## config.mk

```make
export PLATFORM = sky130hd
export DESIGN_NAME = fbc_coupler
export DESIGN_NICKNAME = d
export VERILOG_FILES = /design/src/fbc_sync3.v /design/src/fbc_sticky.v /design/src/fbc_coupler.v
export VERILOG_INCLUDE_DIRS = /design/src
export SDC_FILE = /design/constraint.sdc
export NUM_CORES = 1
export LEC_CHECK = 0
export BUFFER_PORTS_ARGS = -buffer_cell sky130_fd_sc_hd__buf_2
export CAP_MARGIN = 25
export CORE_MARGIN = 8
export CORE_UTILIZATION = 30
export CTS_BUF_LIST = sky130_fd_sc_hd__clkbuf_8 sky130_fd_sc_hd__clkbuf_16
export CTS_CLUSTER_SIZE = 14
export DETAILED_ROUTE_END_ITERATION = 10
export GPL_TIMING_DRIVEN = 0
export HOLD_SLACK_MARGIN = 0.06
export RECOVER_POWER = 100
export SYNTH_ARGS = -nofsm -noshare
export SYNTH_HDL_FRONTEND = slang
export SYNTH_SLANG_ARGS = --single-unit
```

## constraint.sdc

```tcl
create_clock -name clock -period 16.6 [get_ports clock]
set_input_delay 1.66 -clock clock [delete_from_list [all_inputs] [get_ports clock]]
set_output_delay 1.66 -clock clock [all_outputs]
set_load 0.005 [all_outputs]
```

## src/fbc_coupler_map.vh

```
`ifndef FBC_COUPLER_MAP_VH
`define FBC_COUPLER_MAP_VH
// ==================================================
// Register offsets
`define FBC_REG_CTRL 8'h00
`define FBC_REG_STATUS 8'h04
`define FBC_REG_MASK 8'h08
`define FBC_REG_SIZES 8'h0c
`define FBC_REG_PDO_ADDR 8'h10
`define FBC_REG_IN_STAT 8'h14
// ==================================================
// Field positions and reset values
`define FBC_CTRL_ETH_EN_LSB 0
`define FBC_CTRL_RST 32'h0000_0000
`define FBC_MASK_RST 5'h00
`define FBC_PDO_ADDR_RST 32'h0000_0000
`define FBC_EV_MAP 0
`define FBC_EV_MISMATCH 1
`define FBC_EV_EOE_DROP 2
`define FBC_EV_FWD 3
`define FBC_EV_ABORT 4
`define FBC_STAT_MISMATCH_BIT 7
// ==================================================
// Object indices
`define FBC_IDX_OUT_MAP_HI 10'h058
`define FBC_IDX_IN_MAP_HI 10'h068
`define FBC_IDX_CLIENT_STAT 16'h2003
`define FBC_IDX_FW_INFO 16'h200d
`define FBC_IDX_CLIENT_XCHG 16'h200e
`define FBC_FW_INFO_LAST_SUB 8'h15
// ==================================================
// Shared mailbox memory layout
`define FBC_MBX_COE_E2C_ADDR 16'h0100
`define FBC_MBX_COE_E2C_SIZE 16'h0060
`define FBC_MBX_COE_C2E_ADDR 16'h0200
`define FBC_MBX_COE_C2E_SIZE 16'h0060
`define FBC_MBX_VOE_E2C_ADDR 16'h0300
`define FBC_MBX_VOE_E2C_SIZE 16'h0080
`define FBC_MBX_VOE_C2E_ADDR 16'h0400
`define FBC_MBX_VOE_C2E_SIZE 16'h0080
`define FBC_MBX_CTL_INFO 16'h0010
`define FBC_MBX_CTL_COE_RD 16'h0011
`define FBC_MBX_CTL_COE_WR 16'h0012
`define FBC_MBX_CTL_VOE_RD 16'h0013
`define FBC_MBX_CTL_VOE_WR 16'h0014
`endif

```

## src/fbc_sync3.v

```verilog
// ==================================================
// Three-stage pin synchroniser, change taken when stages two and three agree
module fbc_sync3 #(
  parameter WIDTH = 2
) (
  input wire clock,
  input wire reset_n,
  input wire [WIDTH-1:0] pin,
  output reg [WIDTH-1:0] level
);
  reg [WIDTH-1:0] s1_reg;
  reg [WIDTH-1:0] s2_reg;
  reg [WIDTH-1:0] s3_reg;
  always @(posedge clock or negedge reset_n) begin
    if (!reset_n) begin
      s1_reg <= {WIDTH{1'b0}};
      s2_reg <= {WIDTH{1'b0}};
      s3_reg <= {WIDTH{1'b0}};
      level <= {WIDTH{1'b0}};
    end else begin
      s1_reg <= pin;
      s2_reg <= s1_reg;
      s3_reg <= s2_reg;
      // Per-bit agreement filters single-cycle glitches
      level <= (s2_reg & s3_reg) | (level & (s2_reg | s3_reg));
    end
  end
endmodule

```

## src/fbc_sticky.v

```verilog
// ==================================================
// Sticky event bits, write one to clear, set wins over clear
module fbc_sticky #(
  parameter WIDTH = 5
) (
  input wire clock,
  input wire reset_n,
  input wire [WIDTH-1:0] set,
  input wire [WIDTH-1:0] clr,
  output reg [WIDTH-1:0] flags
);
  always @(posedge clock or negedge reset_n) begin
    if (!reset_n) begin
      flags <= {WIDTH{1'b0}};
    end else begin
      flags <= (flags & ~clr) | set;
    end
  end
endmodule

```

## src/fbc_coupler.v

```verilog
// The address-and-strobe port and the placing of the registers were chosen for this implementation.
`include "fbc_coupler_map.vh"
module fbc_coupler (
  input wire clock,
  input wire reset_n,
  input wire [7:0] reg_addr,
  input wire [31:0] reg_wdata,
  input wire reg_wr,
  input wire reg_rd,
  output reg [31:0] reg_rdata,
  output wire irq,
  input wire sdo_req,
  input wire sdo_wr,
  input wire [15:0] sdo_index,
  input wire [7:0] sdo_sub,
  input wire [31:0] sdo_wdata,
  output reg sdo_done,
  output reg sdo_abort,
  output reg [31:0] sdo_rdata,
  output reg sdo_to_local,
  output reg sdo_to_client,
  input wire [15:0] client_out_size,
  input wire [15:0] client_in_size,
  input wire fw_setup_done,
  input wire fw_pdo_avail,
  input wire fw_coe_avail,
  input wire fw_voe_avail,
  input wire [7:0] esm_state,
  input wire mbx_update,
  input wire pdo_in_strobe,
  input wire uplink_pin,
  input wire pll_lock_pin,
  output reg [15:0] out_pdo_size,
  output reg [15:0] in_pdo_size,
  output reg [15:0] in_frame_size,
  output reg [7:0] in_status_byte,
  input wire [2:0] eth_rx_valid,
  input wire [23:0] eth_rx_data,
  input wire [2:0] eth_rx_last,
  output reg [2:0] eth_rx_ready,
  output wire [2:0] eth_tx_valid,
  output reg [7:0] eth_tx_data,
  output reg eth_tx_last,
  input wire [2:0] eth_tx_ready,
  output wire mgr_tx_valid,
  input wire mgr_tx_ready,
  input wire ecat_eoe_valid,
  input wire ecat_eoe_last,
  output wire ecat_eoe_ready
);
  // ==================================================
  // Reset release
  reg rst_s1_reg;
  reg rst_n_reg;
  wire rst_n;
  always @(posedge clock or negedge reset_n) begin
    if (!reset_n) begin
      rst_s1_reg <= 1'b0;
      rst_n_reg <= 1'b0;
    end else begin
      rst_s1_reg <= 1'b1;
      rst_n_reg <= rst_s1_reg;
    end
  end
  assign rst_n = rst_n_reg;

  // ==================================================
  // Pin inputs
  wire [1:0] pin_level;
  wire uplink_ok;
  wire pll_locked;
  fbc_sync3 #(.WIDTH(2)) u_sync (
    .clock(clock),
    .reset_n(rst_n),
    .pin({pll_lock_pin, uplink_pin}),
    .level(pin_level)
  );
  assign uplink_ok = pin_level[0];
  assign pll_locked = pin_level[1];

  // ==================================================
  // Software registers
  reg [31:0] ctrl_reg;
  reg [4:0] mask_reg;
  reg [31:0] pdo_addr_reg;
  wire [4:0] ev_flags;
  reg [4:0] ev_set;
  wire [4:0] ev_clr;
  wire [2:0] eth_en;
  assign eth_en = ctrl_reg[`FBC_CTRL_ETH_EN_LSB +: 3];
  assign ev_clr = (reg_wr && reg_addr == `FBC_REG_STATUS) ? reg_wdata[4:0] : 5'h00;
  assign irq = |(ev_flags & mask_reg);

  fbc_sticky #(.WIDTH(5)) u_events (
    .clock(clock),
    .reset_n(rst_n),
    .set(ev_set),
    .clr(ev_clr),
    .flags(ev_flags)
  );

  always @(posedge clock or negedge rst_n) begin
    if (!rst_n) begin
      ctrl_reg <= `FBC_CTRL_RST;
      mask_reg <= `FBC_MASK_RST;
      pdo_addr_reg <= `FBC_PDO_ADDR_RST;
    end else if (reg_wr) begin
      case (reg_addr)
        `FBC_REG_CTRL: begin
          ctrl_reg <= {29'h0, reg_wdata[2:0]};
        end
        `FBC_REG_MASK: begin
          mask_reg <= reg_wdata[4:0];
        end
        `FBC_REG_PDO_ADDR: begin
          pdo_addr_reg <= reg_wdata;
        end
        default: begin
        end
      endcase
    end
  end

  always @(posedge clock or negedge rst_n) begin
    if (!rst_n) begin
      reg_rdata <= 32'h0000_0000;
    end else if (reg_rd) begin
      case (reg_addr)
        `FBC_REG_CTRL: reg_rdata <= ctrl_reg;
        `FBC_REG_STATUS: reg_rdata <= {27'h0, ev_flags};
        `FBC_REG_MASK: reg_rdata <= {27'h0, mask_reg};
        `FBC_REG_SIZES: reg_rdata <= {in_pdo_size, out_pdo_size};
        `FBC_REG_PDO_ADDR: reg_rdata <= pdo_addr_reg;
        `FBC_REG_IN_STAT: reg_rdata <= {24'h0, in_status_byte};
        default: reg_rdata <= 32'h0000_0000;
      endcase
    end else begin
      reg_rdata <= 32'h0000_0000;
    end
  end

  // ==================================================
  // Process data mapping
  reg out_map_on_reg;
  reg [5:0] out_map_n_reg;
  reg in_map_on_reg;
  reg [5:0] in_map_n_reg;
  wire is_out_map;
  wire is_in_map;
  wire [15:0] out_size_next;
  wire [15:0] in_size_next;
  wire mismatch;
  reg mismatch_reg;
  assign is_out_map = sdo_index[15:6] == `FBC_IDX_OUT_MAP_HI;
  assign is_in_map = sdo_index[15:6] == `FBC_IDX_IN_MAP_HI;
  assign out_size_next = out_map_on_reg ? {6'h00, {1'b0, out_map_n_reg} + 7'h01, 3'h0} : 16'h0000;
  assign in_size_next = in_map_on_reg ? {6'h00, {1'b0, in_map_n_reg} + 7'h01, 3'h0} : 16'h0000;
  assign mismatch = (out_size_next != client_out_size) || (in_size_next != client_in_size);

  // Activation replaces the previous one, so sizes never add up
  always @(posedge clock or negedge rst_n) begin
    if (!rst_n) begin
      out_map_on_reg <= 1'b0;
      out_map_n_reg <= 6'h00;
      in_map_on_reg <= 1'b0;
      in_map_n_reg <= 6'h00;
    end else if (sdo_req && sdo_wr) begin
      if (is_out_map) begin
        if (sdo_wdata != 32'h0000_0000) begin
          out_map_on_reg <= 1'b1;
          out_map_n_reg <= sdo_index[5:0];
        end else if (sdo_index[5:0] == out_map_n_reg) begin
          out_map_on_reg <= 1'b0;
        end
      end
      if (is_in_map) begin
        if (sdo_wdata != 32'h0000_0000) begin
          in_map_on_reg <= 1'b1;
          in_map_n_reg <= sdo_index[5:0];
        end else if (sdo_index[5:0] == in_map_n_reg) begin
          in_map_on_reg <= 1'b0;
        end
      end
    end
  end

  // ==================================================
  // Input status byte
  reg [3:0] hb_reg;
  always @(posedge clock or negedge rst_n) begin
    if (!rst_n) begin
      hb_reg <= 4'h0;
      mismatch_reg <= 1'b0;
      out_pdo_size <= 16'h0000;
      in_pdo_size <= 16'h0000;
      in_frame_size <= 16'h0000;
      in_status_byte <= 8'h00;
    end else begin
      if (pdo_in_strobe && fw_setup_done && !mismatch) begin
        hb_reg <= hb_reg + 4'h1;
      end
      mismatch_reg <= mismatch;
      out_pdo_size <= out_size_next;
      in_pdo_size <= in_size_next;
      in_frame_size <= in_map_on_reg ? in_size_next + 16'h0001 : 16'h0000;
      in_status_byte <= {mismatch, 3'h0, hb_reg};
    end
  end

  // ==================================================
  // Mailbox update counter and time
  reg [31:0] time_reg;
  reg [31:0] upd_cnt_reg;
  reg [31:0] upd_time_reg;
  always @(posedge clock or negedge rst_n) begin
    if (!rst_n) begin
      time_reg <= 32'h0000_0000;
      upd_cnt_reg <= 32'h0000_0000;
      upd_time_reg <= 32'h0000_0000;
    end else begin
      time_reg <= time_reg + 32'h0000_0001;
      if (mbx_update) begin
        upd_cnt_reg <= upd_cnt_reg + 32'h0000_0001;
        upd_time_reg <= time_reg;
      end
    end
  end

  // ==================================================
  // Service object answers
  reg [31:0] info_val;
  reg info_ok;
  always @* begin
    info_val = 32'h0000_0000;
    info_ok = 1'b1;
    case (sdo_sub)
      8'h00: info_val = {24'h0, `FBC_FW_INFO_LAST_SUB};
      8'h01: info_val = {28'h0, fw_voe_avail, fw_coe_avail, fw_pdo_avail, fw_setup_done};
      8'h02: info_val = {24'h0, esm_state};
      8'h03: info_val = {16'h0, pdo_addr_reg[15:0]};
      8'h04: info_val = {16'h0, out_size_next};
      8'h05: info_val = {16'h0, pdo_addr_reg[31:16]};
      8'h06: info_val = {16'h0, in_size_next};
      8'h07: info_val = {16'h0, `FBC_MBX_COE_E2C_ADDR};
      8'h08: info_val = {16'h0, `FBC_MBX_COE_E2C_SIZE};
      8'h09: info_val = {16'h0, `FBC_MBX_COE_C2E_ADDR};
      8'h0a: info_val = {16'h0, `FBC_MBX_COE_C2E_SIZE};
      8'h0b: info_val = {16'h0, `FBC_MBX_VOE_E2C_ADDR};
      8'h0c: info_val = {16'h0, `FBC_MBX_VOE_E2C_SIZE};
      8'h0d: info_val = {16'h0, `FBC_MBX_VOE_C2E_ADDR};
      8'h0e: info_val = {16'h0, `FBC_MBX_VOE_C2E_SIZE};
      8'h0f: info_val = {16'h0, `FBC_MBX_CTL_INFO};
      8'h10: info_val = {16'h0, `FBC_MBX_CTL_COE_RD};
      8'h11: info_val = {16'h0, `FBC_MBX_CTL_COE_WR};
      8'h12: info_val = {16'h0, `FBC_MBX_CTL_VOE_RD};
      8'h13: info_val = {16'h0, `FBC_MBX_CTL_VOE_WR};
      8'h14: info_val = upd_cnt_reg;
      8'h15: info_val = upd_time_reg;
      default: info_ok = 1'b0;
    endcase
  end

  reg abort_next;
  always @(posedge clock or negedge rst_n) begin
    if (!rst_n) begin
      sdo_done <= 1'b0;
      sdo_abort <= 1'b0;
      sdo_rdata <= 32'h0000_0000;
      sdo_to_local <= 1'b0;
      sdo_to_client <= 1'b0;
    end else begin
      sdo_done <= sdo_req;
      sdo_abort <= sdo_req && abort_next;
      sdo_to_local <= 1'b0;
      sdo_to_client <= 1'b0;
      sdo_rdata <= 32'h0000_0000;
      if (sdo_req) begin
        if (sdo_index == `FBC_IDX_CLIENT_STAT && !sdo_wr) begin
          sdo_rdata <= {29'h0, !pll_locked, pll_locked, uplink_ok};
        end else if (sdo_index == `FBC_IDX_FW_INFO && !sdo_wr) begin
          sdo_rdata <= info_val;
        end else if (sdo_index == `FBC_IDX_CLIENT_XCHG) begin
          sdo_to_client <= (sdo_sub == 8'h01) || (sdo_sub == 8'h02);
        end else if ((is_out_map || is_in_map) && !sdo_wr) begin
          sdo_rdata <= {31'h0, is_out_map ? (out_map_on_reg && out_map_n_reg == sdo_index[5:0])
                                          : (in_map_on_reg && in_map_n_reg == sdo_index[5:0])};
        end else if (!is_out_map && !is_in_map && sdo_index != `FBC_IDX_CLIENT_STAT &&
                     sdo_index != `FBC_IDX_FW_INFO) begin
          sdo_to_local <= 1'b1;
        end
      end
    end
  end

  always @* begin
    abort_next = 1'b0;
    if ((sdo_index == `FBC_IDX_CLIENT_STAT || sdo_index == `FBC_IDX_FW_INFO) && sdo_wr) begin
      abort_next = 1'b1;
    end else if (sdo_index == `FBC_IDX_FW_INFO && !info_ok) begin
      abort_next = 1'b1;
    end else if (sdo_index == `FBC_IDX_CLIENT_XCHG && sdo_sub != 8'h01 && sdo_sub != 8'h02) begin
      abort_next = 1'b1;
    end
  end

  // ==================================================
  // Ethernet tunneling hub
  reg stg_valid_reg;
  reg [2:0] stg_dest_reg;
  reg in_frame_reg;
  reg [1:0] owner_reg;
  reg [1:0] pick;
  wire [1:0] sel;
  wire drain;
  wire take;
  wire room;
  integer i;
  assign drain = stg_valid_reg && mgr_tx_ready && (&(eth_tx_ready | ~stg_dest_reg));
  assign room = !stg_valid_reg || drain;
  assign sel = in_frame_reg ? owner_reg : pick;
  assign take = eth_rx_valid[sel] && eth_en[sel] && room;
  assign eth_tx_valid = {3{stg_valid_reg}} & stg_dest_reg;
  assign mgr_tx_valid = stg_valid_reg;
  // Dropped on arrival: tunneled frames never reach the client bus
  assign ecat_eoe_ready = 1'b1;

  always @* begin
    pick = 2'd0;
    for (i = 2; i >= 0; i = i - 1) begin
      if (eth_rx_valid[i] && eth_en[i]) begin
        pick = i[1:0];
      end
    end
    // Disabled ports are drained so a non-Ethernet port never blocks the hub
    for (i = 0; i < 3; i = i + 1) begin
      eth_rx_ready[i] = !eth_en[i] || (sel == i[1:0] && room);
    end
  end

  always @(posedge clock or negedge rst_n) begin
    if (!rst_n) begin
      stg_valid_reg <= 1'b0;
      stg_dest_reg <= 3'h0;
      eth_tx_data <= 8'h00;
      eth_tx_last <= 1'b0;
      in_frame_reg <= 1'b0;
      owner_reg <= 2'd0;
    end else begin
      if (take) begin
        stg_valid_reg <= 1'b1;
        stg_dest_reg <= eth_en & ~(3'h1 << sel);
        eth_tx_data <= eth_rx_data[sel*8 +: 8];
        eth_tx_last <= eth_rx_last[sel];
        in_frame_reg <= !eth_rx_last[sel];
        owner_reg <= sel;
      end else if (drain) begin
        stg_valid_reg <= 1'b0;
      end
    end
  end

  // ==================================================
  // Events
  always @* begin
    ev_set = 5'h00;
    ev_set[`FBC_EV_MAP] = sdo_req && sdo_wr && (is_out_map || is_in_map);
    ev_set[`FBC_EV_MISMATCH] = mismatch && !mismatch_reg;
    ev_set[`FBC_EV_EOE_DROP] = ecat_eoe_valid && ecat_eoe_last;
    ev_set[`FBC_EV_FWD] = drain && eth_tx_last;
    ev_set[`FBC_EV_ABORT] = sdo_req && abort_next;
  end
endmodule

```

Word-level counts from Yosys, hierarchy flattened:

Index checks and enable logic that the tools add are counted.

* output and inout port bits: 142
* register bits: 290
* input port bits: 186

* reductions and logical operators: 70
* $add $sub $neg: 6
* shift operators: 2
* multiplexer cells: 43
* bitwise logic cells: 13
* order comparisons: 1
* eq/ne operators: 43

Operator list (number)
* $pmux 32 s20: 1
* $pmux 32 s6: 1
* $mux 32: 4
* $eq 8x4->1 const B: 10
* $add 32x1->32 const B: 2
* $eq 8x5->1 const B: 8
* $eq 16x14->1 const B: 3
* $eq 8x3->1 const B: 5
* $ne 10x16->1: 2
* $ne 16x14->1 const B: 2
* $reduce_bool 32->1: 1
* $logic_and 1x1->1: 31
* $mux 1: 26
* $eq 6x6->1: 4
* $shiftx 24x6->8: 1
* $reduce_or 22->1: 1
* $eq 10x7->1 const B: 2
* $mux 10: 2
* $eq 8x2->1 const B: 2
* $logic_not 8->1: 2
* $reduce_and 3->1: 5
* $add 6x1->7 const B: 2
* $logic_not 1->1: 12
* $add 10x1->11 const B: 1
* 26 further kinds: 48

Longest topological paths before layout:

Gate-level depths: netlist of the first run.

* word-level depth: 11
* mapped depth: 8
* gate-level depth less buffers: 7

By module:

Synthesis of the first run repeated with hierarchy kept, for this count alone.

* cell total of the unflattened synthesis: 1163
* area total of the unflattened synthesis: 12613.3 µm²

Modules (own cells, without submodules)
* fbc_coupler: instances 1, cells an instance 1138, area each 12209.2 µm², sequential area each 6506.2 µm²
* fbc_sync3: instances 1, cells an instance 10, area each 222.7 µm², sequential area each 200.2 µm²
* fbc_sticky: instances 1, cells an instance 15, area each 181.4 µm², sequential area each 125.1 µm²

Least setup slack after synthesis of the first run:

OpenSTA, ideal clock, no wires.

* path type: in2out
* start: in eth_rx_valid[0]
* end: out eth_rx_ready[1]
* data arrival time: 2.720 ns
* required time: 14.940 ns
* setup slack: 12.220 ns
* path buffers: 1
* stages: 5
* cell sequence: and2_1 > o31ai_2 > clkbuf_1 > nand2_1 > o21ai_0

* cells in the longest elaborated chain, start to end: 6

RTL lines
* from (decl): line fbc_coupler.v:37 `input wire [2:0] eth_rx_valid,`
* $logic_and 1x1->1: line fbc_coupler.v:330 `if (eth_rx_valid[i] && eth_en[i]) begin`
* $mux 2: line fbc_coupler.v:330
* $mux 2: line fbc_coupler.v:320 `assign sel = in_frame_reg ? owner_reg : pick;`
* $eq 2x1->1: line fbc_coupler.v:336 `eth_rx_ready[i] = !eth_en[i] || (sel == i[1:0] && room);`
* $logic_and 1x1->1: line fbc_coupler.v:336
* $logic_or 1x1->1: line fbc_coupler.v:336
* to (decl): line fbc_coupler.v:40 `output reg [2:0] eth_rx_ready,`

No other way between the ends.

==> reports/qor.csv, run 1 <==
stage;metric;value;unit
drt;initialDrtViolationCount;790;
clock_tree;cts_num_sinks;273;
power_and_ir_drop;pwr_density_cell;99.7;nW/um^2
yosys;synthXorXnorAreaFrac;5.89;%
drt;ant_nets;0;
critical_path;crit_chain;clkbuf_1 -> clkbuf_1;
yosys;yosysUniqueCellTypes;70;
timing;worst_slew_pin_slew;3.59;ns
final_layout;final_nets;1709;
timing;slew_viol_final;196;
yosys;synth_top_flop_cell;dfrtp_1;
yosys;netlist_instances;1163;
critical_path;path_class;flop to async pin;
power_and_ir_drop;p_leak;7.48;nW
power_and_ir_drop;intPower;1.20;mW
die;die_w;221;um
timing;fmax;0.160;GHz
critical_path;rr_endpoint;sdo_rdata[21]$_DFF_PN0_;
yosys;synth_warnings;0;
grt;antenna_found_initial;5;
die;die-area;49000;um^2
yosys;synth_area_leader_cell;dfrtp_1;
yosys;yosys.area_share.simple;16.3;%
drt;viasPerCell;4.94;
drt;drcViolationCount;0;
final_layout;final_area;15900;um^2
min_path;min_path_type;flop to async pin;
timing;finalWorstSetupSlack;10.37;ns
clock_tree;post_cts_buffers;0;
grt;grt_pass1_vias;10800;
yosys;syn_avg_cell_area;10.9;um^2
grt;grt_pass1_wl;64500;um
drt;drt-total-wl;42100;um
yosys;synth_compound_area_share;9.60;%
yosys;synth_top_family_by_area;simple AND/OR/NAND/NOR gates;
grt;grt-ovfl-total;0;
final_layout;drive_gt1_share;25.7;%
power_and_ir_drop;p_seq_share;45.9;%
clock_tree;cts_tree;built;
die;io-pin-count;328;
timing;finalClockSkew;0.0356;ns
die;rows;75;
yosys;mappedNetlistArea;12600;um^2
power_and_ir_drop;comb_power_share;8.5;%
timing;relSlewSlack;-139;%
yosys;synthMuxAreaShare;9.23;%
critical_path;rrSetupSlack;10.37;ns
power_and_ir_drop;peakVddDrop;0.000100;V
placed_design;hpwl;33300;um
yosys;synth_seq_cells;273;
final_layout;synthToLayoutAreaGrowth;25.6;%
placed_design;dpl_cell_area;15000;um^2
final_layout;final_common_cell;dfrtp_1;
critical_path;worstSetupEndpointType;async pin;
yosys;async_reset_ff_share;100;%
timing;rsz0062_at_grt;false;
yosys;yosys.area_share.adder;0.653;%
critical_path;reg2reg_from;rst_n$_DFF_PN0_;
timing;tns;0;ns
placed_design;gp_congestion;0.891;
status;violations;capacitance limit, slew limit;
power_and_ir_drop;p_total;1.58;mW
run;cap_violations;3;
yosys;synth_edf_count;0;
critical_path;max_stage_delay;2.65;ns
grt;grt_max_degree;74;
critical_path;crit_path_frequent_cell;clkbuf_1;
critical_path;cpMaxStageDelayCell;clkbuf_1;
yosys;synth_top_area_share;54.0;%
clock_tree;clk_pin_slew;0.06;ns
clock_tree;cts_root_buf;clkbuf_16;
grt;track_usage;16.6;%
critical_path;cp.arrival;6.10;ns
clock_tree;cts_max_level;1;
placed_design;port_buffers;290;
status;status;finished, violations left;
clock_tree;clkLatencyLatePin;0.58;ns
placed_design;pre_cts_ws;11.78;ns
drt;firstDrtPassIters;5;
drt;vias;10300;
die;die_h;221;um
timing;timing.final.crit_share;37.5;%
critical_path;rr_worst_depth;2;
critical_path;crit_path_max_fanout;67;
clock_tree;clockBufferDepth;3;
clock_tree;ctsResizeCount;0;
timing;hold_slack;0.155;ns
final_layout;final_cell_mix;dfrtp_1 (273), buf_2 (201), clkbuf_1 (142);
die;coreArea;41800;um^2
timing;fin_crit;6.23;ns
die;initial_core_util;30.3;%
power_and_ir_drop;power_switching;0.381;mW
timing;setup-violations-final;0;
yosys;synth_area_leaders;dfrtp_1 (54%), mux2_2 (8.2%), xnor2_1 (3.9%);
critical_path;startpoint_type;flop;
drt;wl_per_cell;20.2;um
timing;final_hold_viol_count;0;
clock_tree;cts_buffers;30;
clock_tree;hold_buffers;0;
yosys;synth.yosys.seq_area_share;54.0;%
power_and_ir_drop;clkPwrFrac;45.6;%
critical_path;worst_ep_required_time;16.47;ns
power_and_ir_drop;p_sw_share;24.1;%
-- logic make-up (layout without fill, tap and decap cells) --
logic type      Yosys count  in the layout
buf+inv                 105            453
mux                     105            105
other cells               2             36
fa+ha+maj                 7              7
flops                   273            273
xor+xnor                 85             85
simple gates            408            408
compound gates          178            178
-- worst max path at each step --
stage                     cells past startpoint             from                          end  slack (ns)
after floorplan                               0  rst_n$_DFF_PN0_      ctrl_reg[0]$_DFFE_PN0P_        8.43
after global placement                        0  rst_n$_DFF_PN0_  upd_cnt_reg[22]$_DFFE_PN0P_        5.20
after detailed placement                      7  eth_rx_valid[0]              eth_rx_ready[1]       11.78
after CTS                                     7  eth_rx_valid[0]              eth_rx_ready[1]       11.78
after global routing                          2  rst_n$_DFF_PN0_       time_reg[18]$_DFF_PN0_        8.92
final                                         2  rst_n$_DFF_PN0_      sdo_rdata[21]$_DFF_PN0_       10.37
-- critical path, delay by kind of cell, from the launching register on --
kind | cells | cell delay [ns]
flip-flops | 1 | 0.56
buffers and inverters | 2 | 4.90
-- per-layer routing --
layer	global-route usage (%)	routed length, um
met2	28.5	20400
met5	0	24
met3	3.65	2570
met4	7.71	2010
met1	19.8	17100
-- cell usage after synthesis (3+ instances only) --
master,number
nand2b_1,12
dfrtp_1,273
mux2_2,92
and4b_1,4
buf_2,4
clkbuf_1,42
a31oi_1,9
buf_1,7
or2_2,5
inv_1,13
and4_1,4
a221oi_1,6
and3_1,36
and2_1,17
nor2_1,77
a21oi_1,41
a222oi_1,6
a22o_1,8
nor2b_1,8
buf_4,38
a32oi_1,3
nor4_1,21
nand2_1,112
xnor2_1,57
nand4_1,18
o21ai_0,34
mux2i_1,12
or4_1,4
or3_1,5
nand3_1,49
a22oi_1,38
o2bb2ai_1,3
nor3b_1,3
ha_1,5
o22ai_1,3
nor3_1,21
a41oi_1,3
xor2_1,28
-- through the flow --
step / std cells / utilization, %
floorplan: 1192 / -
global placement: 2021 / 35.6
detailed placement: 2025 / 35.9
CTS: 2079 / 38.5
global route: 2081 / 38.0
finish: 2084 / 38.0
-- power groups by stage --
stage | combinational [mW] | sequential (mW) | clock [mW]
4_1_cts | 0.142 | 0.727 | 0.742
3_3_place_gp | 0.122 | 0.750 | 0
5_1_grt | 0.151 | 0.731 | 0.769
6_report | 0.135 | 0.727 | 0.722
3_5_place_dp | 0.140 | 0.739 | 0
2_1_floorplan | 0.0674 | 0.739 | 0
-- final cells by class --
cell class / count / area [um^2]
Multi-Input combinational cell: 814 / 5360
Inverter: 14 / 52.6
Tap cell: 539 / 674
Sequential cell: 273 / 6830
Fill cell: 4151 / 25900
Timing Repair Buffer: 294 / 1380
Buffer: 91 / 484
Antenna cell: 5 / 12.5
Clock buffer: 39 / 875
Clock inverter: 15 / 216
Note: power is estimated with default switching activity, not from simulation.
==> run 2, diff against run 1 <==
==> constraint.sdc (replaced) <==
create_clock -name clock -period 5.65 [get_ports clock]
set_input_delay 0.565 -clock clock [delete_from_list [all_inputs] [get_ports clock]]
set_output_delay 0.565 -clock clock [all_outputs]
set_load 0.005 [all_outputs]
==> reports/qor.csv, run 2 (synthesized netlist as in run 1, its figures left out) <==
stage;metric;value;unit;change
timing;rsz0062_at_grt;false;;
status;status;finished, violations left;;
critical_path;max_stage_delay;1.40;ns;-1.25 ns
die;coreArea;41800;um^2;unchanged
clock_tree;clkLatencyLatePin;0.57;ns;about the same
timing;worst_slew_pin_slew;1.75;ns;-1.84 ns
placed_design;hpwl;33400;um;+0.36%
final_layout;drive_gt1_share;25.1;%;-0.60 points
grt;met3_usage;3.56;%;-0.093 points
timing;timing.final.crit_share;60.3;%;+23 points
grt;grt_max_degree;71;;-4.1%
clock_tree;cts_buffers;30;;unchanged
clock_tree;ctsResizeCount;0;;unchanged
power_and_ir_drop;clkPwrFrac;43.4;%;-2.2 points
power_and_ir_drop;p_sw_share;24.6;%;+0.56 points
power_and_ir_drop;p_leak;7.47;nW;-0.11%
clock_tree;cts_root_buf;clkbuf_16;;
clock_tree;cts_tree;built;;
drt;firstDrtPassIters;5;;unchanged
timing;finalClockSkew;0.00980;ns;-0.0258 ns
clock_tree;cts_num_sinks;273;;unchanged
final_layout;final_common_cell;dfrtp_1;;
drt;drt-total-wl;42100;um;+0.11%
timing;hold_slack;0.131;ns;-0.0245 ns
critical_path;crit_chain;buf_16 -> clkbuf_2;;
critical_path;path_class;flop to async pin;;
placed_design;port_buffers;290;;unchanged
grt;top_usage_layer;met2;;
power_and_ir_drop;power_switching;1.10;mW;+190%
status;violations;capacitance limit, slew limit;;
die;die_w;221;um;unchanged
clock_tree;clockBufferDepth;3;;unchanged
drt;ant_nets;0;;unchanged
critical_path;cp.arrival;3.75;ns;-2.35 ns
grt;grt_pass1_wl;64800;um;+0.47%
timing;finalWorstSetupSlack;2.24;ns;-8.13 ns
grt;grt_util_met1;20.2;%;+0.39 points
run;cap_violations;2;;-1
final_layout;synthToLayoutAreaGrowth;25.2;%;
timing;tns;0;ns;unchanged
placed_design;pre_cts_ws;2.04;ns;-9.73 ns
clock_tree;clk_pin_slew;0.06;ns;about the same
power_and_ir_drop;p_total;4.48;mW;+180%
grt;grt_util_met2;29.2;%;+0.72 points
critical_path;crit_buf_inv;2;;unchanged
final_layout;final_area;15800;um^2;-0.37%
critical_path;worstSetupEndpointType;async pin;;
critical_path;crit_path_max_fanout;70;;+4.5%
final_layout;stdcell_count;2084;;unchanged
die;die-area;49000;um^2;unchanged
power_and_ir_drop;comb_power_share;8.9;%;+0.4 points
placed_design;dpl_cell_area;15000;um^2;unchanged
clock_tree;post_cts_buffers;0;;unchanged
placed_design;place_inst;2025;;unchanged
drt;viasPerCell;4.92;;-0.32%
timing;slew_viol_final;106;;-46%
placed_design;gp_congestion;0.902;;+1.2%
power_and_ir_drop;intPower;3.38;mW;+180%
timing;fin_crit;3.41;ns;-2.82 ns
grt;track_usage;16.7;%;+0.054 points
drt;initialDrtViolationCount;790;;unchanged
timing;fmax;0.293;GHz;+83%
die;die_h;221;um;unchanged
final_layout;final_util;37.9;%;-0.14 points
final_layout;final_nets;1710;;+0.059%
critical_path;cpMaxStageDelayCell;dfrtp_1;;
die;io-pin-count;328;;unchanged
min_path;min_path_type;input port to flop;;
drt;vias;10300;;-0.32%
drt;drcViolationCount;0;;unchanged
clock_tree;cts_max_level;1;;unchanged
critical_path;startpoint_type;flop;;
power_and_ir_drop;p_seq_share;47.7;%;+1.8 points
timing;final_hold_viol_count;0;;unchanged
die;initial_core_util;30.3;%;unchanged
critical_path;path_delay_family;buffers and inverters;;
timing;relSlewSlack;-16.6;%;+120 points
grt;grt_pass1_vias;10800;;+0.63%
die;rows;75;;unchanged
final_layout;final_cell_mix;dfrtp_1 (273), buf_2 (197), clkbuf_1 (144);;
power_and_ir_drop;pwr_density_cell;283;nW/um^2;+180%
critical_path;worst_ep_required_time;5.99;ns;-10.48 ns
timing;setup-violations-final;0;;unchanged
drt;wl_per_cell;20.2;um;+0.11%
final_layout;filler_cell_count;4187;;+0.87%
grt;antenna_found_initial;5;;unchanged
grt;grt-ovfl-total;0;;unchanged
power_and_ir_drop;peakVddDrop;0.000255;V;+150%
## run 2: cell count changes in the layout (fill, tap and decap cells not counted), moves of 2 or more
| cell | change |
|---|---|
| bufinv_16 | -3 |
| clkbuf_8 | -3 |
| buf_2 | -4 |
| inv_1 | +7 |
| clkbuf_1 | +2 |
| buf_16 | +2 |
## run 2: worst paths after layout
| check | from | to | slack (ns) | cells after the start |
|---|---|---|---|---|
| worst max register to register | rst_n$_DFF_PN0_ | pdo_addr_reg[9]$_DFFE_PN0P_ | 2.24 | 2 |
| max in group clock | ctrl_reg[0]$_DFFE_PN0P_ | eth_rx_ready[1] | 2.38 | 6 |
| worst max-delay path | rst_n$_DFF_PN0_ | pdo_addr_reg[9]$_DFFE_PN0P_ | 2.24 | 2 |
| worst min-delay path | sdo_req | sdo_done$_DFF_PN0_ | 0.13 | 1 |
| min in group asynchronous | reset_n | rst_s1_reg$_DFF_PN0_ | 0.33 | 2 |
| worst min register to register | u_sync.s1_reg[0]$_DFF_PN0_ | u_sync.s2_reg[0]$_DFF_PN0_ | 0.35 | 0 |
## run 2: per-layer routing
metal  vias up  wire length (um)
met5         -                22
met4         4              1360
met3        87              2410
met2       344             20900
met1      5030             17400
li1       4791                 -
## run 2: cell type report
cell class | instances | area (um^2) | share of cell area [%]
Sequential cell | 273 | 6830 | 43.2
Multi-Input combinational cell | 814 | 5360 | 33.8
Timing Repair Buffer | 295 | 1430 | 9.05
Clock buffer | 37 | 858 | 5.42
Tap cell | 539 | 674 | 4.26
Buffer | 91 | 484 | 3.06
Clock inverter | 17 | 129 | 0.814
Inverter | 14 | 52.6 | 0.332
Antenna cell | 4 | 10.0 | 0.0632
## run 2: timing repair
item / 4_1_cts / 5_1_grt
endpoints found under the hold margin: 2 / 0
setup endpoints to repair: 0 / 0
hold buffers: 1 / 0
## run 2: power groups by stage
stage | Combinational, mW | Sequential (mW) | Clock (mW)
floorplan | 0.198 | 2.17 | 0
global placement | 0.361 | 2.20 | 0
detailed placement | 0.411 | 2.17 | 0
CTS | 0.414 | 2.14 | 2.01
global route | 0.445 | 2.15 | 2.08
finish | 0.398 | 2.14 | 1.95
==> run 3, diff against run 2 <==
--- a/config.mk
+++ b/config.mk
@@ -6,6 +6,7 @@
 export SDC_FILE = /design/constraint.sdc
 export NUM_CORES = 1
 export LEC_CHECK = 0
+export ABC_AREA = 1
 export BUFFER_PORTS_ARGS = -buffer_cell sky130_fd_sc_hd__buf_2
 export CAP_MARGIN = 25
 export CORE_MARGIN = 8
==> constraint.sdc (replaced) <==
create_clock -name clock -period 3.4 [get_ports clock]
set_input_delay 0.34 -clock clock [delete_from_list [all_inputs] [get_ports clock]]
set_output_delay 0.34 -clock clock [all_outputs]
set_load 0.005 [all_outputs]
==> reports/qor.csv, run 3 <==
stage;metric;value;unit;change
status;status;finished, violations left;;
status;violations;capacitance limit, slew limit;;
critical_path;path_class;flop to output pin;;
die;rows;77;;+2.7%
critical_path;worstSetupEndpointType;output pin;;
final_layout;synthToLayoutAreaGrowth;25.1;%;
grt;grt_pass1_vias;12200;;+13%
placed_design;hpwl;36600;um;+9.4%
drt;vias;11900;;+16%
run;cap_violations;1;;-1
yosys;synth_commonest_cells;nand2_1 (454), dfrtp_1 (273), inv_1 (163);;
clock_tree;cts_tree;built;;
critical_path;rrSetupSlack;0.80;ns;-1.44 ns
drt;wl_per_cell;17.3;um;-14%
timing;fin_crit;2.81;ns;
final_layout;drive_gt1_share;18.1;%;-7.1 points
timing;timing.final.crit_share;82.8;%;
yosys;synth_warnings;0;;unchanged
yosys;synth_most_common_cell;nand2_1;;
drt;drcViolationCount;0;;unchanged
timing;hold_slack;0.0867;ns;-0.0440 ns
grt;antenna_found_initial;4;;-1
grt;grt-ovfl-total;0;;unchanged
final_layout;multi_input_area;5410;um^2;+1.0%
critical_path;max_stage_delay;0.45;ns;-0.95 ns
critical_path;startpoint_type;flop;;
critical_path;rr_worst_depth;12;;+10
yosys;syn_avg_cell_area;8.45;um^2;-22%
placed_design;pre_cts_ws;1.17;ns;-0.875 ns
clock_tree;cts_num_sinks;273;;unchanged
power_and_ir_drop;p_leak;8.54;nW;+14%
die;die_h;228;um;+3.1%
timing;worst_slew_pin_slew;2.44;ns;+0.694 ns
timing;slew_viol_final;54;;-49%
min_path;min_path_type;input port to flop;;
critical_path;rr_endpoint;hb_reg[0]$_DFFE_PN0P_;;
critical_path;crit_buf_inv;3;;+1
timing;rsz0062_at_grt;false;;
yosys;synth_area_leader_cell;dfrtp_1;;
clock_tree;clk_pin_slew;0.06;ns;about the same
timing;finalClockSkew;0.0246;ns;+0.0148 ns
yosys;async_reset_ff_share;100;%;unchanged
yosys;yosysUniqueCellTypes;51;;-27%
min_path;hold_depth;5;;+4
clock_tree;cts_root_buf;clkbuf_16;;
critical_path;cp.arrival;2.47;ns;-1.28 ns
grt;grt_max_degree;72;;+1.4%
timing;setup-violations-final;0;;unchanged
placed_design;place_inst;2522;;+25%
final_layout;final_area;16900;um^2;+6.8%
drt;firstDrtPassIters;7;;+2
placed_design;port_buffers;297;;+2.4%
grt;grt_pass1_wl;70800;um;+9.3%
yosys;synth_top_area_share;50.5;%;-3.5 points
yosys;synth.yosys.seq_area_share;50.5;%;-3.5 points
yosys;synth_area_leaders;dfrtp_1 (51%), nand2_1 (13%), inv_1 (4.5%);;
final_layout;final_nets;2188;;+28%
die;initial_core_util;30.5;%;+0.22 points
die;die-area;52100;um^2;+6.4%
final_layout;final_common_cell;nand2_1;;
power_and_ir_drop;peakVddDrop;0.000384;V;+50%
timing;final_hold_viol_count;0;;unchanged
min_path;holdPathEnd;eth_tx_data[5]$_DFFE_PN0P_;;
yosys;synth_edf_count;0;;unchanged
critical_path;path_delay_family;simple AND/OR/NAND/NOR gates;;
grt;track_usage;16.8;%;+0.12 points
clock_tree;post_cts_buffers;0;;unchanged
critical_path;crit_path_max_fanout;10;;-86%
drt;ant_nets;0;;unchanged
min_path;min_from;eth_rx_data[21];;
final_layout;final_cell_mix;nand2_1 (459), dfrtp_1 (273), buf_2 (214);;
final_layout;regArea;6830;um^2;unchanged
final_layout;filler_cell_count;4655;;+11%
timing;relSlewSlack;-62.8;%;-46 points
critical_path;crit_chain;nand2_1 -> nand2_1 -> nor3_1 -> nor2_4 -> nor2_1 -> clkbuf_1 -> inv_1 -> o21ai_0 -> buf_2;;
drt;drt-total-wl;45300;um;+7.4%
yosys;synth_top_flop_cell;dfrtp_1;;
critical_path;crit_path_frequent_cell;nand2_1;;
critical_path;cpMaxStageDelayCell;dfrtp_1;;
die;coreArea;44300;um^2;+6.1%
clock_tree;cts_max_level;1;;unchanged
timing;fmax;0.355;GHz;
yosys;netlist_instances;1600;;+38%
yosys;mappedNetlistArea;13500;um^2;+6.9%
die;die_w;228;um;+3.1%
power_and_ir_drop;p_total;7.68;mW;+71%
final_layout;stdcell_count;2610;;+25%
drt;initialDrtViolationCount;718;;-9.1%
power_and_ir_drop;pwr_density_cell;454;nW/um^2;+60%
drt;viasPerCell;4.56;;-7.3%
timing;finalWorstSetupSlack;0.585;ns;-1.66 ns
die;io-pin-count;328;;unchanged
yosys;synth_seq_cells;273;;unchanged
clock_tree;clkLatencyLatePin;0.57;ns;about the same
placed_design;dpl_cell_area;16000;um^2;+6.5%
critical_path;reg2reg_from;in_map_n_reg[1]$_DFFE_PN0P_;;
clock_tree;clockBufferDepth;3;;unchanged
critical_path;worst_ep_required_time;3.06;ns;-2.93 ns
placed_design;gp_congestion;0.881;;-2.4%
clock_tree;cts_buffers;29;;-3.3%
[run 3: cell type report]
cell class,instances,area share [%]
Clock buffer,35,4.78
Antenna cell,2,0.0296
Timing Repair Buffer,337,10.9
Sequential cell,273,40.4
Tap cell,592,4.38
Inverter,179,3.98
Buffer,73,2.58
Multi-Input combinational cell,1104,32.0
Clock inverter,15,0.918
[run 3: worst max-delay path by stage]
stage / startpoint / to / slack (ns) / cells past startpoint
floorplan: rst_n$_DFF_PN0_ / ctrl_reg[0]$_DFFE_PN0P_ / 0.67 / 0
detailed placement: sdo_sub[3] / sdo_rdata[9]$_DFF_PN0_ / 1.17 / 9
global route: ctrl_reg[1]$_DFFE_PN0P_ / eth_rx_ready[2] / 0.37 / 9
CTS: ctrl_reg[1]$_DFFE_PN0P_ / eth_rx_ready[2] / 0.85 / 9
finish: ctrl_reg[1]$_DFFE_PN0P_ / eth_rx_ready[2] / 0.59 / 9
global placement: rst_n$_DFF_PN0_ / reg_rdata[14]$_DFF_PN0_ / -0.37 / 0
[run 3: kinds of logic after synthesis]
| kind of cell | after synthesis | synth area share, % |
|---|---|---|
| DFF | 273 | 50.5 |
| adders and majority gates | 7 | 0.611 |
| other | 2 | 0.0556 |
| xor gates and xnor gates | 64 | 4.15 |
| buffers and inverters | 252 | 8.65 |
| muxes | 11 | 0.916 |
| and+or+nand+nor | 812 | 27.5 |
| AOI/OAI and AO/OA | 179 | 7.61 |
[run 3: power by group]
group,switching [mW],leakage (nW),internal (mW),total [mW]
Clock,1.32,0.497,1.90,3.22
Sequential,0.153,3.63,3.40,3.56
Combinational,0.542,4.41,0.360,0.902
Total,2.01,8.54,5.66,7.68
[run 3: routing by layer]
metal	track usage, %	up-vias	wire, um
met4	5.61	2	1420
met5	0	-	12
met3	2.89	77	2320
li1	-	5851	-
met1	21.6	5639	20000
met2	28.4	335	21500
[run 3: what timing repair did]
| action | CTS | global route |
|---|---|---|
| hold buffers | 36 | 0 |
| gates resized for setup | 0 | 0 |
| hold endpoints to repair | 36 | 0 |
[run 3: through the flow]
stage	setup TNS, ns	util, %
final	0	38.1
after global routing	0	38.1
after CTS	0	39.0
after detailed placement	0	36.0
after global placement	-92.99	35.8
after floorplan	0	-
[run 3: worst min-delay path: cells and delay by family]
| family | cells | cell delay [ns] |
|---|---|---|
| buffers and inverters | 1 | 0.08 |
| and+or+nand+nor | 4 | 0.20 |
